## config.mk

```make
export PLATFORM = sky130hd
export DESIGN_NAME = vqe_exit_encoder
export DESIGN_NICKNAME = d
export VERILOG_FILES = /design/src/core/vqe_pkg.sv /design/src/core/vqe_exit_encoder.sv
export SDC_FILE = /design/constraint.sdc
export NUM_CORES = 1
export LEC_CHECK = 0
export ABC_AREA = 1
export BUFFER_PORTS_ARGS = -buffer_cell sky130_fd_sc_hd__buf_2
export CORE_MARGIN = 4
export CORE_UTILIZATION = 42
export CTS_CLUSTER_SIZE = 30
export DETAILED_ROUTE_END_ITERATION = 16
export HOLD_SLACK_MARGIN = 0.02
export PLACE_DENSITY = 0.88
export SYNTH_ARGS = -nofsm -noshare
export SYNTH_HDL_FRONTEND = slang
export SYNTH_SLANG_ARGS = --single-unit
```

## constraint.sdc

```tcl
create_clock -name CORE_CLK -period 2.2 [get_ports CORE_CLK]
set_input_delay 0.22 -clock CORE_CLK [delete_from_list [all_inputs] [get_ports CORE_CLK]]
set_output_delay 0.22 -clock CORE_CLK [all_outputs]
set_load 0.03 [all_outputs]
```

## src/core/vqe_pkg.sv

```systemverilog
// Package with the offsets, field positions, encodings and reset values of the exit-detail encoder.
package vqe_pkg;

  // Exit reasons presented by the core.
  typedef enum logic [2:0] {
    RSN_NONE     = 3'b000,
    RSN_DR_MOVE  = 3'b001,
    RSN_PORT_IO  = 3'b010,
    RSN_MON_WAIT = 3'b011,
    RSN_LIC_PAGE = 3'b100,
    RSN_SLT_VIOL = 3'b101
  } vqe_reason_t;

  // Kind of access to the interrupt-controller page.
  typedef enum logic [2:0] {
    LK_LIN_DATA  = 3'b000,
    LK_LIN_FETCH = 3'b001,
    LK_LIN_EVENT = 3'b010,
    LK_GP_EVENT  = 3'b011,
    LK_GP_EXEC   = 3'b100,
    LK_PHYS      = 3'b101
  } vqe_lic_kind_t;

  // Instruction class behind a data access to the interrupt-controller page.
  typedef enum logic [2:0] {
    IC_OTHER          = 3'b000,
    IC_CACHE_FLUSH    = 3'b001,
    IC_MONITOR_SETUP  = 3'b010,
    IC_STACK_ENTER    = 3'b011,
    IC_MASKED_STORE_A = 3'b100,
    IC_MASKED_STORE_B = 3'b101
  } vqe_instr_t;

  // Register byte addresses on the APB.
  localparam logic [7:0] ADDR_DETAIL_LO = 8'h00;
  localparam logic [7:0] ADDR_DETAIL_HI = 8'h04;
  localparam logic [7:0] ADDR_STATUS    = 8'h08;
  localparam logic [7:0] ADDR_CONTROL   = 8'h0c;

  // Control and status fields.
  localparam int CTRL_ENABLE_BIT = 0;
  localparam int CTRL_CLEAR_BIT  = 1;
  localparam int STAT_VALID_BIT  = 0;
  localparam int STAT_REASON_LSB = 4;
  localparam int STAT_VECTOR_BIT = 8;

  // Field positions inside the exit-detail word.
  localparam int DR_DIR_BIT   = 4;
  localparam int IO_IN_BIT    = 3;
  localparam int IO_STR_BIT   = 4;
  localparam int IO_REP_BIT   = 5;
  localparam int IO_IMM_BIT   = 6;
  localparam int SLT_RD_BIT   = 0;
  localparam int SLT_WR_BIT   = 1;
  localparam int SLT_FETCH_BIT = 2;

  // Port access size codes.
  localparam logic [2:0] IO_SZ_1 = 3'h0;
  localparam logic [2:0] IO_SZ_2 = 3'h1;
  localparam logic [2:0] IO_SZ_4 = 3'h3;

  // Interrupt-controller page access types.
  localparam logic [3:0] AT_DATA_RD  = 4'h0;
  localparam logic [3:0] AT_DATA_WR  = 4'h1;
  localparam logic [3:0] AT_FETCH    = 4'h2;
  localparam logic [3:0] AT_LIN_EVT  = 4'h3;
  localparam logic [3:0] AT_GP_EVT   = 4'ha;
  localparam logic [3:0] AT_GP_EXEC  = 4'hf;

  // Values after reset.
  localparam logic [63:0] DETAIL_RESET = 64'h0;
  localparam logic        ENABLE_RESET = 1'b1;

endpackage

```

## src/core/vqe_exit_encoder.sv

```systemverilog
// Exit-detail encoder: builds the 64-bit qualification word per exit and serves it over APB.
//
// Functional notes
// - Debug-register move: register index goes into bits 2:0.
// - Debug-register move: bit 4 is 0 for write into, 1 for read out.
// - Debug-register move: general-purpose register operand index in bits 11:8.
// - Debug-register move: bits 3, 7:5 and 63:12 are zero.
// - Port I/O: size in bits 2:0 as 0, 1 or 3 only.
// - Port I/O: bit 3 is 0 for output, 1 for input.
// - Port I/O: bit 4 flags the string form.
// - Port I/O: bit 5 flags the repeat prefix.
// - Port I/O: bit 6 is 0 for port from DX, 1 for immediate.
// - Port I/O: 16-bit port number in bits 31:16.
// - Port I/O: bits 15:7 and 63:32 are zero.
// - Monitor-wait: whole word is 1 when monitoring armed, else 0.
// - Page access, linear: offset within the page in bits 11:0.
// - Page access: type code in bits 15:12 from the six allowed values.
// - Data read or write follows the page-fault write/read bit.
// - Flush and monitor-setup read; stack enter and masked stores write.
// - Vectoring flag EVENT_VEC_VALID, outside the word, set only for access types 3 and 10.
// - Physical page access word is zero; bits 63:16 zero otherwise.
// - Translation violation: bits 0, 1, 2 for read, write, fetch.
`timescale 1ns/100ps

module vqe_exit_encoder (
  // Clock and reset.
  input  wire logic        CORE_CLK,
  input  wire logic        RESET_N,
  // APB slave.
  input  wire logic        PSEL,
  input  wire logic        PENABLE,
  input  wire logic        PWRITE,
  input  wire logic [7:0]  PADDR,
  input  wire logic [31:0] PWDATA,
  output logic      [31:0] PRDATA,
  output logic             PREADY,
  output logic             PSLVERR,
  // Exit event from the core.
  input  wire logic        EXIT_VALID,
  input  wire logic [2:0]  EXIT_REASON,
  // Debug-register move attributes.
  input  wire logic [2:0]  DR_INDEX,
  input  wire logic        DR_READ_OUT,
  input  wire logic [3:0]  GPR_INDEX,
  // Port I/O attributes.
  input  wire logic [1:0]  IO_SIZE,
  input  wire logic        IO_INPUT,
  input  wire logic        IO_STRING,
  input  wire logic        IO_REPEAT,
  input  wire logic        IO_IMMEDIATE,
  input  wire logic [15:0] IO_PORT,
  // Monitor-wait attribute.
  input  wire logic        MON_ARMED,
  // Interrupt-controller page access attributes.
  input  wire logic [2:0]  LIC_KIND,
  input  wire logic [2:0]  LIC_INSTR,
  input  wire logic        LIC_PF_WRITE,
  input  wire logic [11:0] LIC_OFFSET,
  // Second-level translation violation attributes.
  input  wire logic        SLT_READ,
  input  wire logic        SLT_WRITE,
  input  wire logic        SLT_FETCH,
  // Results.
  output logic      [63:0] EXIT_DETAIL,
  output logic             EVENT_VEC_VALID,
  output logic             DETAIL_VALID
);

  typedef struct packed {
    logic [63:0] detail;
    logic        vec;
    logic        valid;
    logic [2:0]  reason;
    logic        enable;
    logic [31:0] prdata;
    logic        pslverr;
  } vqe_state_t;

  vqe_state_t s_r;
  vqe_state_t s_nxt;
  logic [1:0] rst_sync_r;
  logic       rst_n;

  ////////////////////////////////////////////////////////////////////////////////

  // Release of the asynchronous reset is retimed so no flop sees it mid-edge.
  always_ff @(posedge CORE_CLK or negedge RESET_N) begin
    if (!RESET_N) begin
      rst_sync_r <= 2'h0;
    end else begin
      rst_sync_r <= {rst_sync_r[0], 1'b1};
    end
  end
  assign rst_n = rst_sync_r[1];

  ////////////////////////////////////////////////////////////////////////////////

  function automatic logic addr_known(input logic [7:0] a);
    addr_known = (a == vqe_pkg::ADDR_DETAIL_LO) || (a == vqe_pkg::ADDR_DETAIL_HI) ||
                 (a == vqe_pkg::ADDR_STATUS) || (a == vqe_pkg::ADDR_CONTROL);
  endfunction

  // Picks the page access type; data reads and writes follow the fault W/R sense.
  function automatic logic [3:0] lic_type(input logic [2:0] kind, input logic [2:0] instr,
                                          input logic pf_wr);
    logic wr;
    wr = pf_wr;
    case (vqe_pkg::vqe_instr_t'(instr))
      vqe_pkg::IC_CACHE_FLUSH, vqe_pkg::IC_MONITOR_SETUP: wr = 1'b0;
      vqe_pkg::IC_STACK_ENTER, vqe_pkg::IC_MASKED_STORE_A,
      vqe_pkg::IC_MASKED_STORE_B: wr = 1'b1;
      default: wr = pf_wr;
    endcase
    case (vqe_pkg::vqe_lic_kind_t'(kind))
      vqe_pkg::LK_LIN_DATA:  lic_type = wr ? vqe_pkg::AT_DATA_WR : vqe_pkg::AT_DATA_RD;
      vqe_pkg::LK_LIN_FETCH: lic_type = vqe_pkg::AT_FETCH;
      vqe_pkg::LK_LIN_EVENT: lic_type = vqe_pkg::AT_LIN_EVT;
      vqe_pkg::LK_GP_EVENT:  lic_type = vqe_pkg::AT_GP_EVT;
      default:               lic_type = vqe_pkg::AT_GP_EXEC;
    endcase
  endfunction

  ////////////////////////////////////////////////////////////////////////////////

  logic        take;
  logic [63:0] word;
  logic        vec;
  logic [3:0]  at;
  logic        apb_wr;
  logic        apb_setup;
  logic        clr_req;

  assign take      = EXIT_VALID && s_r.enable;
  assign apb_wr    = PSEL && PENABLE && PWRITE;
  assign apb_setup = PSEL && !PENABLE;
  // A completed write of the clear bit; only used to qualify the assertions below.
  assign clr_req   = apb_wr && (PADDR == vqe_pkg::ADDR_CONTROL) && PWDATA[vqe_pkg::CTRL_CLEAR_BIT];
  assign at        = lic_type(LIC_KIND, LIC_INSTR, LIC_PF_WRITE);

  // Every format starts from an all-zero word, so reserved and undefined bits read zero.
  always_comb begin
    word = 64'h0;
    vec  = 1'b0;
    case (vqe_pkg::vqe_reason_t'(EXIT_REASON))
      vqe_pkg::RSN_DR_MOVE: begin
        word[2:0]                = DR_INDEX;
        word[vqe_pkg::DR_DIR_BIT] = DR_READ_OUT;
        word[11:8]               = GPR_INDEX;
      end
      vqe_pkg::RSN_PORT_IO: begin
        case (IO_SIZE)
          2'h0:    word[2:0] = vqe_pkg::IO_SZ_1;
          2'h1:    word[2:0] = vqe_pkg::IO_SZ_2;
          default: word[2:0] = vqe_pkg::IO_SZ_4;
        endcase
        word[vqe_pkg::IO_IN_BIT]  = IO_INPUT;
        word[vqe_pkg::IO_STR_BIT] = IO_STRING;
        word[vqe_pkg::IO_REP_BIT] = IO_REPEAT;
        word[vqe_pkg::IO_IMM_BIT] = IO_IMMEDIATE;
        word[31:16]               = IO_PORT;
      end
      vqe_pkg::RSN_MON_WAIT: begin
        word[0] = MON_ARMED;
      end
      vqe_pkg::RSN_LIC_PAGE: begin
        // A physical access has no defined word; it is left all zero.
        if (LIC_KIND != vqe_pkg::LK_PHYS) begin
          if (LIC_KIND <= vqe_pkg::LK_LIN_EVENT) begin
            word[11:0] = LIC_OFFSET;
          end
          word[15:12] = at;
          vec = (at == vqe_pkg::AT_LIN_EVT) || (at == vqe_pkg::AT_GP_EVT);
        end
      end
      vqe_pkg::RSN_SLT_VIOL: begin
        word[vqe_pkg::SLT_RD_BIT]    = SLT_READ;
        word[vqe_pkg::SLT_WR_BIT]    = SLT_WRITE;
        word[vqe_pkg::SLT_FETCH_BIT] = SLT_FETCH;
      end
      default: word = 64'h0;
    endcase
  end

  ////////////////////////////////////////////////////////////////////////////////

  always_comb begin
    s_nxt = s_r;
    if (take) begin
      s_nxt.detail = word;
      s_nxt.vec    = vec;
      s_nxt.reason = EXIT_REASON;
    end
    if (apb_wr && (PADDR == vqe_pkg::ADDR_CONTROL)) begin
      s_nxt.enable = PWDATA[vqe_pkg::CTRL_ENABLE_BIT];
      if (PWDATA[vqe_pkg::CTRL_CLEAR_BIT]) begin
        s_nxt.valid = 1'b0;
      end
    end
    // A new exit in the same cycle as a clear keeps the flag set.
    if (take) begin
      s_nxt.valid = 1'b1;
    end
    // Read data and error are prepared in the setup phase so the access phase has flop outputs.
    if (apb_setup) begin
      s_nxt.pslverr = !addr_known(PADDR);
      case (PADDR)
        vqe_pkg::ADDR_DETAIL_LO: s_nxt.prdata = s_r.detail[31:0];
        vqe_pkg::ADDR_DETAIL_HI: s_nxt.prdata = s_r.detail[63:32];
        vqe_pkg::ADDR_STATUS: begin
          s_nxt.prdata = 32'h0;
          s_nxt.prdata[vqe_pkg::STAT_VALID_BIT] = s_r.valid;
          s_nxt.prdata[vqe_pkg::STAT_REASON_LSB +: 3] = s_r.reason;
          s_nxt.prdata[vqe_pkg::STAT_VECTOR_BIT] = s_r.vec;
        end
        vqe_pkg::ADDR_CONTROL: begin
          s_nxt.prdata = 32'h0;
          s_nxt.prdata[vqe_pkg::CTRL_ENABLE_BIT] = s_r.enable;
        end
        default: s_nxt.prdata = 32'h0;
      endcase
    end
  end

  always_ff @(posedge CORE_CLK or negedge rst_n) begin
    if (!rst_n) begin
      s_r <= '{detail: vqe_pkg::DETAIL_RESET, vec: 1'b0, valid: 1'b0, reason: 3'h0,
               enable: vqe_pkg::ENABLE_RESET, prdata: 32'h0, pslverr: 1'b0};
    end else begin
      s_r <= s_nxt;
    end
  end

  assign PRDATA          = s_r.prdata;
  assign PSLVERR         = s_r.pslverr && PSEL && PENABLE;
  assign PREADY          = 1'b1;
  assign EXIT_DETAIL     = s_r.detail;
  assign EVENT_VEC_VALID = s_r.vec;
  assign DETAIL_VALID    = s_r.valid;
endmodule

```

==> impl_results.md <==
* Run status: completed
* Floorplan core area at 0.009284 mm2
* Cell area after placement at 0.004250 mm2
* Worst hold slack across all endpoints at 0.1102 ns
* Count of buffering cells on the critical path with inverters included at 1
* Library cell used as clock root buffer: clkbuf_8
* Die outline area at 0.01125 mm2
* Max-cap violation count at 0
* TNS Setup at 0 ns
* Synth Register Bits at 73
* Leftover overflow at the end of global routing at 0
* Category of the worst setup path capture point: flop
* Count of port buffers added during placement at 138
* Iteration-0 DRC count of the detailed router at 171
* Routability congestion estimate at 0.8066
* Number of buffers inserted during clock tree synthesis at 9
* Post-CTS setup repair buffer count at 0
* TritonCTS clock tree: done
* Worst Path Class, Setup: reg -> reg
* Critical Path Max Stage Delay at 0.54 ns
* Initial core utilization at 43.49%
* Post-Synthesis Cells at 490
* Kind of cell adding the most delay to the critical path: flip-flops
* H-tree level count at 3
* IO Pins at 202
* Share of flip-flops with an asynchronous set or reset after synthesis at 100.0%
* Count of flip-flops with a built-in enable after synthesis at 0
* Buffer depth of the longest clock path at 2
* Number of distinct library cells after synthesis at 23
* Clock Skew at 0.01394 ns
* Pin count of the biggest net entering global routing at 72
* Post-DRT Antenna Nets at 0
* Final worst path period share at 73.81%
* Post-DP HPWL at 6983 um
* Antenna diode count at 0
* Count of TritonRoute iterations in the first routing pass at 4
* Final cell count without fillers at 697
* First-pass GRT wire length at 14,590 um
* Average cell area after synthesis at 8.240 um2
* Crit-path max FO at 12
* Avg Vias per Cell at 4.506
* Netlist area before placement at 0.004038 mm2
* CP max stage cell: dfstp_2
* Count of vias placed by the detailed router at 3,141
* Layout-stage area growth over the synthesis result at 11.53%
* Count of cell instances traversed by the critical path at 4
* All-layer global routing usage at 16.36%
* Setup repair after global routing missed its margin: no
* IR drop worst, VDD at 0.0002736 V
* Final worst-path setup slack at 0.5763 ns
* Clock network latency to the later pin of the worst-skew pair at 0.34 ns
* Sequential standard cell area at 0.001829 mm2
* Total instance count after detailed placement at 680
* Total power density per cell area at 768.7 mW/mm2
* Total routed wirelength at 9196 um
* Worst Reg2Reg Path Length in Cells at 4
* Number of hold violations in the final report at 0
* Yosys warnings at 0
* Leak pwr at 2.568 nW
* Chip Height at 106.0 um
* Leading area contributor after synthesis: dfrtp_1
* Detailed-route DRC error count at 0
* Wire length per cell after detailed routing at 13.19 um
* List of cells traversed by the critical path: nand2_1, inv_1, nand4_1, o31ai_1
* Initial antenna violation count at 0
* Data arrival time of the critical path at 1.86 ns
* Total clock sinks at 73
* Number of gates resized after cts at 0
* Overall die width at 106.0 um
* Post-placement worst setup slack at 0.5744 ns
* Via count of the first global-routing pass at 3,037
* Fin util at 48.50%
* Worst-margin pin slew at 0.6363 ns
* Worst Hold Class: in -> reg
* Total Power at 3.461 mW
* Data required time at the worst endpoint at 2.44 ns
* Hold path cells at 3
* Share of synthesized area occupied by flip-flops and latches at 45.27%
* Max-Slew Margin vs Limit at 57.43%
* Area fraction of the dominant cell type after synthesis at 44.62%
* Count of standard-cell rows at 35
* Share of final-layout standard cells stronger than drive strength 1 at 33.27%
* Final Slew Violations at 0
* Cell area after layout at 0.004503 mm2
* Shortest clock period the worst path allows after layout at 1.624 ns
* Highest attainable clock frequency at 615.9 MHz
* Final setup violation count at 0
* Critical Path Source Type: flop
* Multi-input gate area in the final layout at 0.001338 mm2
* Post-CTS Hold Fix Bufs at 1
* Top cells by area in the synthesized netlist: dfrtp_1, buf_4, nand2_1, nand3_1, o21ai_2
* Filler cell count at 961
* Main synth FF type: dfrtp_1
* Layout Nets at 665
* Clock-pin slew reported for the worst setup and hold paths after clock tree synthesis at 0.08 ns
[flip-flops by register name, indices dropped and copies added, names as in the netlist]
register and flops:
EVENT_VEC_VALID 1, EXIT_DETAIL 32, PRDATA 32, s_r 5, rst_sync_r 2, DETAIL_VALID 1
[logic make-up (layout without fill, tap and decap cells)]
family | after synthesis | in the layout | share of synthesized area [%]
other | 2 | 34 | 0.1860
DFF | 73 | 73 | 45.27
AOI/OAI and AO/OA | 68 | 68 | 10.44
and+or+nand+nor | 188 | 188 | 19.52
buffers and inverters | 159 | 205 | 24.57
[cells in the mapped netlist (2+ instances only)]
| cell | number |
|---|---|
| inv_1 | 40 |
| clkbuf_1 | 7 |
| inv_2 | 5 |
| o22ai_1 | 3 |
| nand2_1 | 105 |
| buf_6 | 3 |
| nand3_1 | 43 |
| dfrtp_1 | 72 |
| a21oi_1 | 17 |
| nor2_1 | 32 |
| o21ai_2 | 20 |
| nand4_1 | 2 |
| nor2_4 | 2 |
| conb_1 | 2 |
| buf_4 | 97 |
| o21ai_0 | 27 |
| buf_2 | 7 |
[cell type report]
type	instances	share of cell area, %
flip-flops and latches	73	40.62
multi-input cells	290	29.70
repair buffers	144	16.95
inverters	45	3.751
well taps	129	3.584
clock buffers	10	2.834
clock inverters	6	2.556
[worst paths after layout]
kind	to	from	slack, ns
setup / recovery	EVENT_VEC_VALID	s_r[33]	0.58
hold / removal	EXIT_DETAIL[22]	IO_PORT[6]	0.11
setup reg to reg	EVENT_VEC_VALID	s_r[33]	0.58
hold reg to reg	PRDATA[15]	rst_sync_r[1]	0.29
max in group asynchronous	s_r[33]	rst_sync_r[1]	1.55
min in group asynchronous	rst_sync_r[1]	RESET_N	0.19
[power by group]
part | total [mW] | leakage, nW | switching (mW) | internal (mW)
clock network | 1.27 | 0.117 | 0.507 | 0.762
registers | 1.51 | 0.912 | 0.0671 | 1.44
logic | 0.680 | 1.54 | 0.500 | 0.180
[per-layer routing]
metal  up-vias  track usage, %  part of all wire [%]
met3        10           2.854                   6.9
met5         -               0                     0
met2       131           26.73                    48
met1      1431           21.87                    44
li1       1569               -                     -
met4         0           5.920                   1.3
[worst register-to-register path, cell delays in order, from the launching register on]
cell	delay (ns)
dfstp_2	0.54
nand2_1	0.07
inv_1	0.35
nand4_1	0.31
o31ai_1	0.27
[cell usage in the layout, fill, tap and decap left out, drive strengths merged]
cell type      n
inv           47
o31ai          1
o22ai          3
buf          143
nand3         43
nor2          34
clkinvlp       1
dfrtp         72
or2            2
conb          34
nand2        106
bufinv         3
o21ai         47
dfstp          1
nand4          2
clkbuf        10
a21oi         17
nor3           1
dlygate4sd3    1
Note: power is estimated with default switching activity, not from simulation.
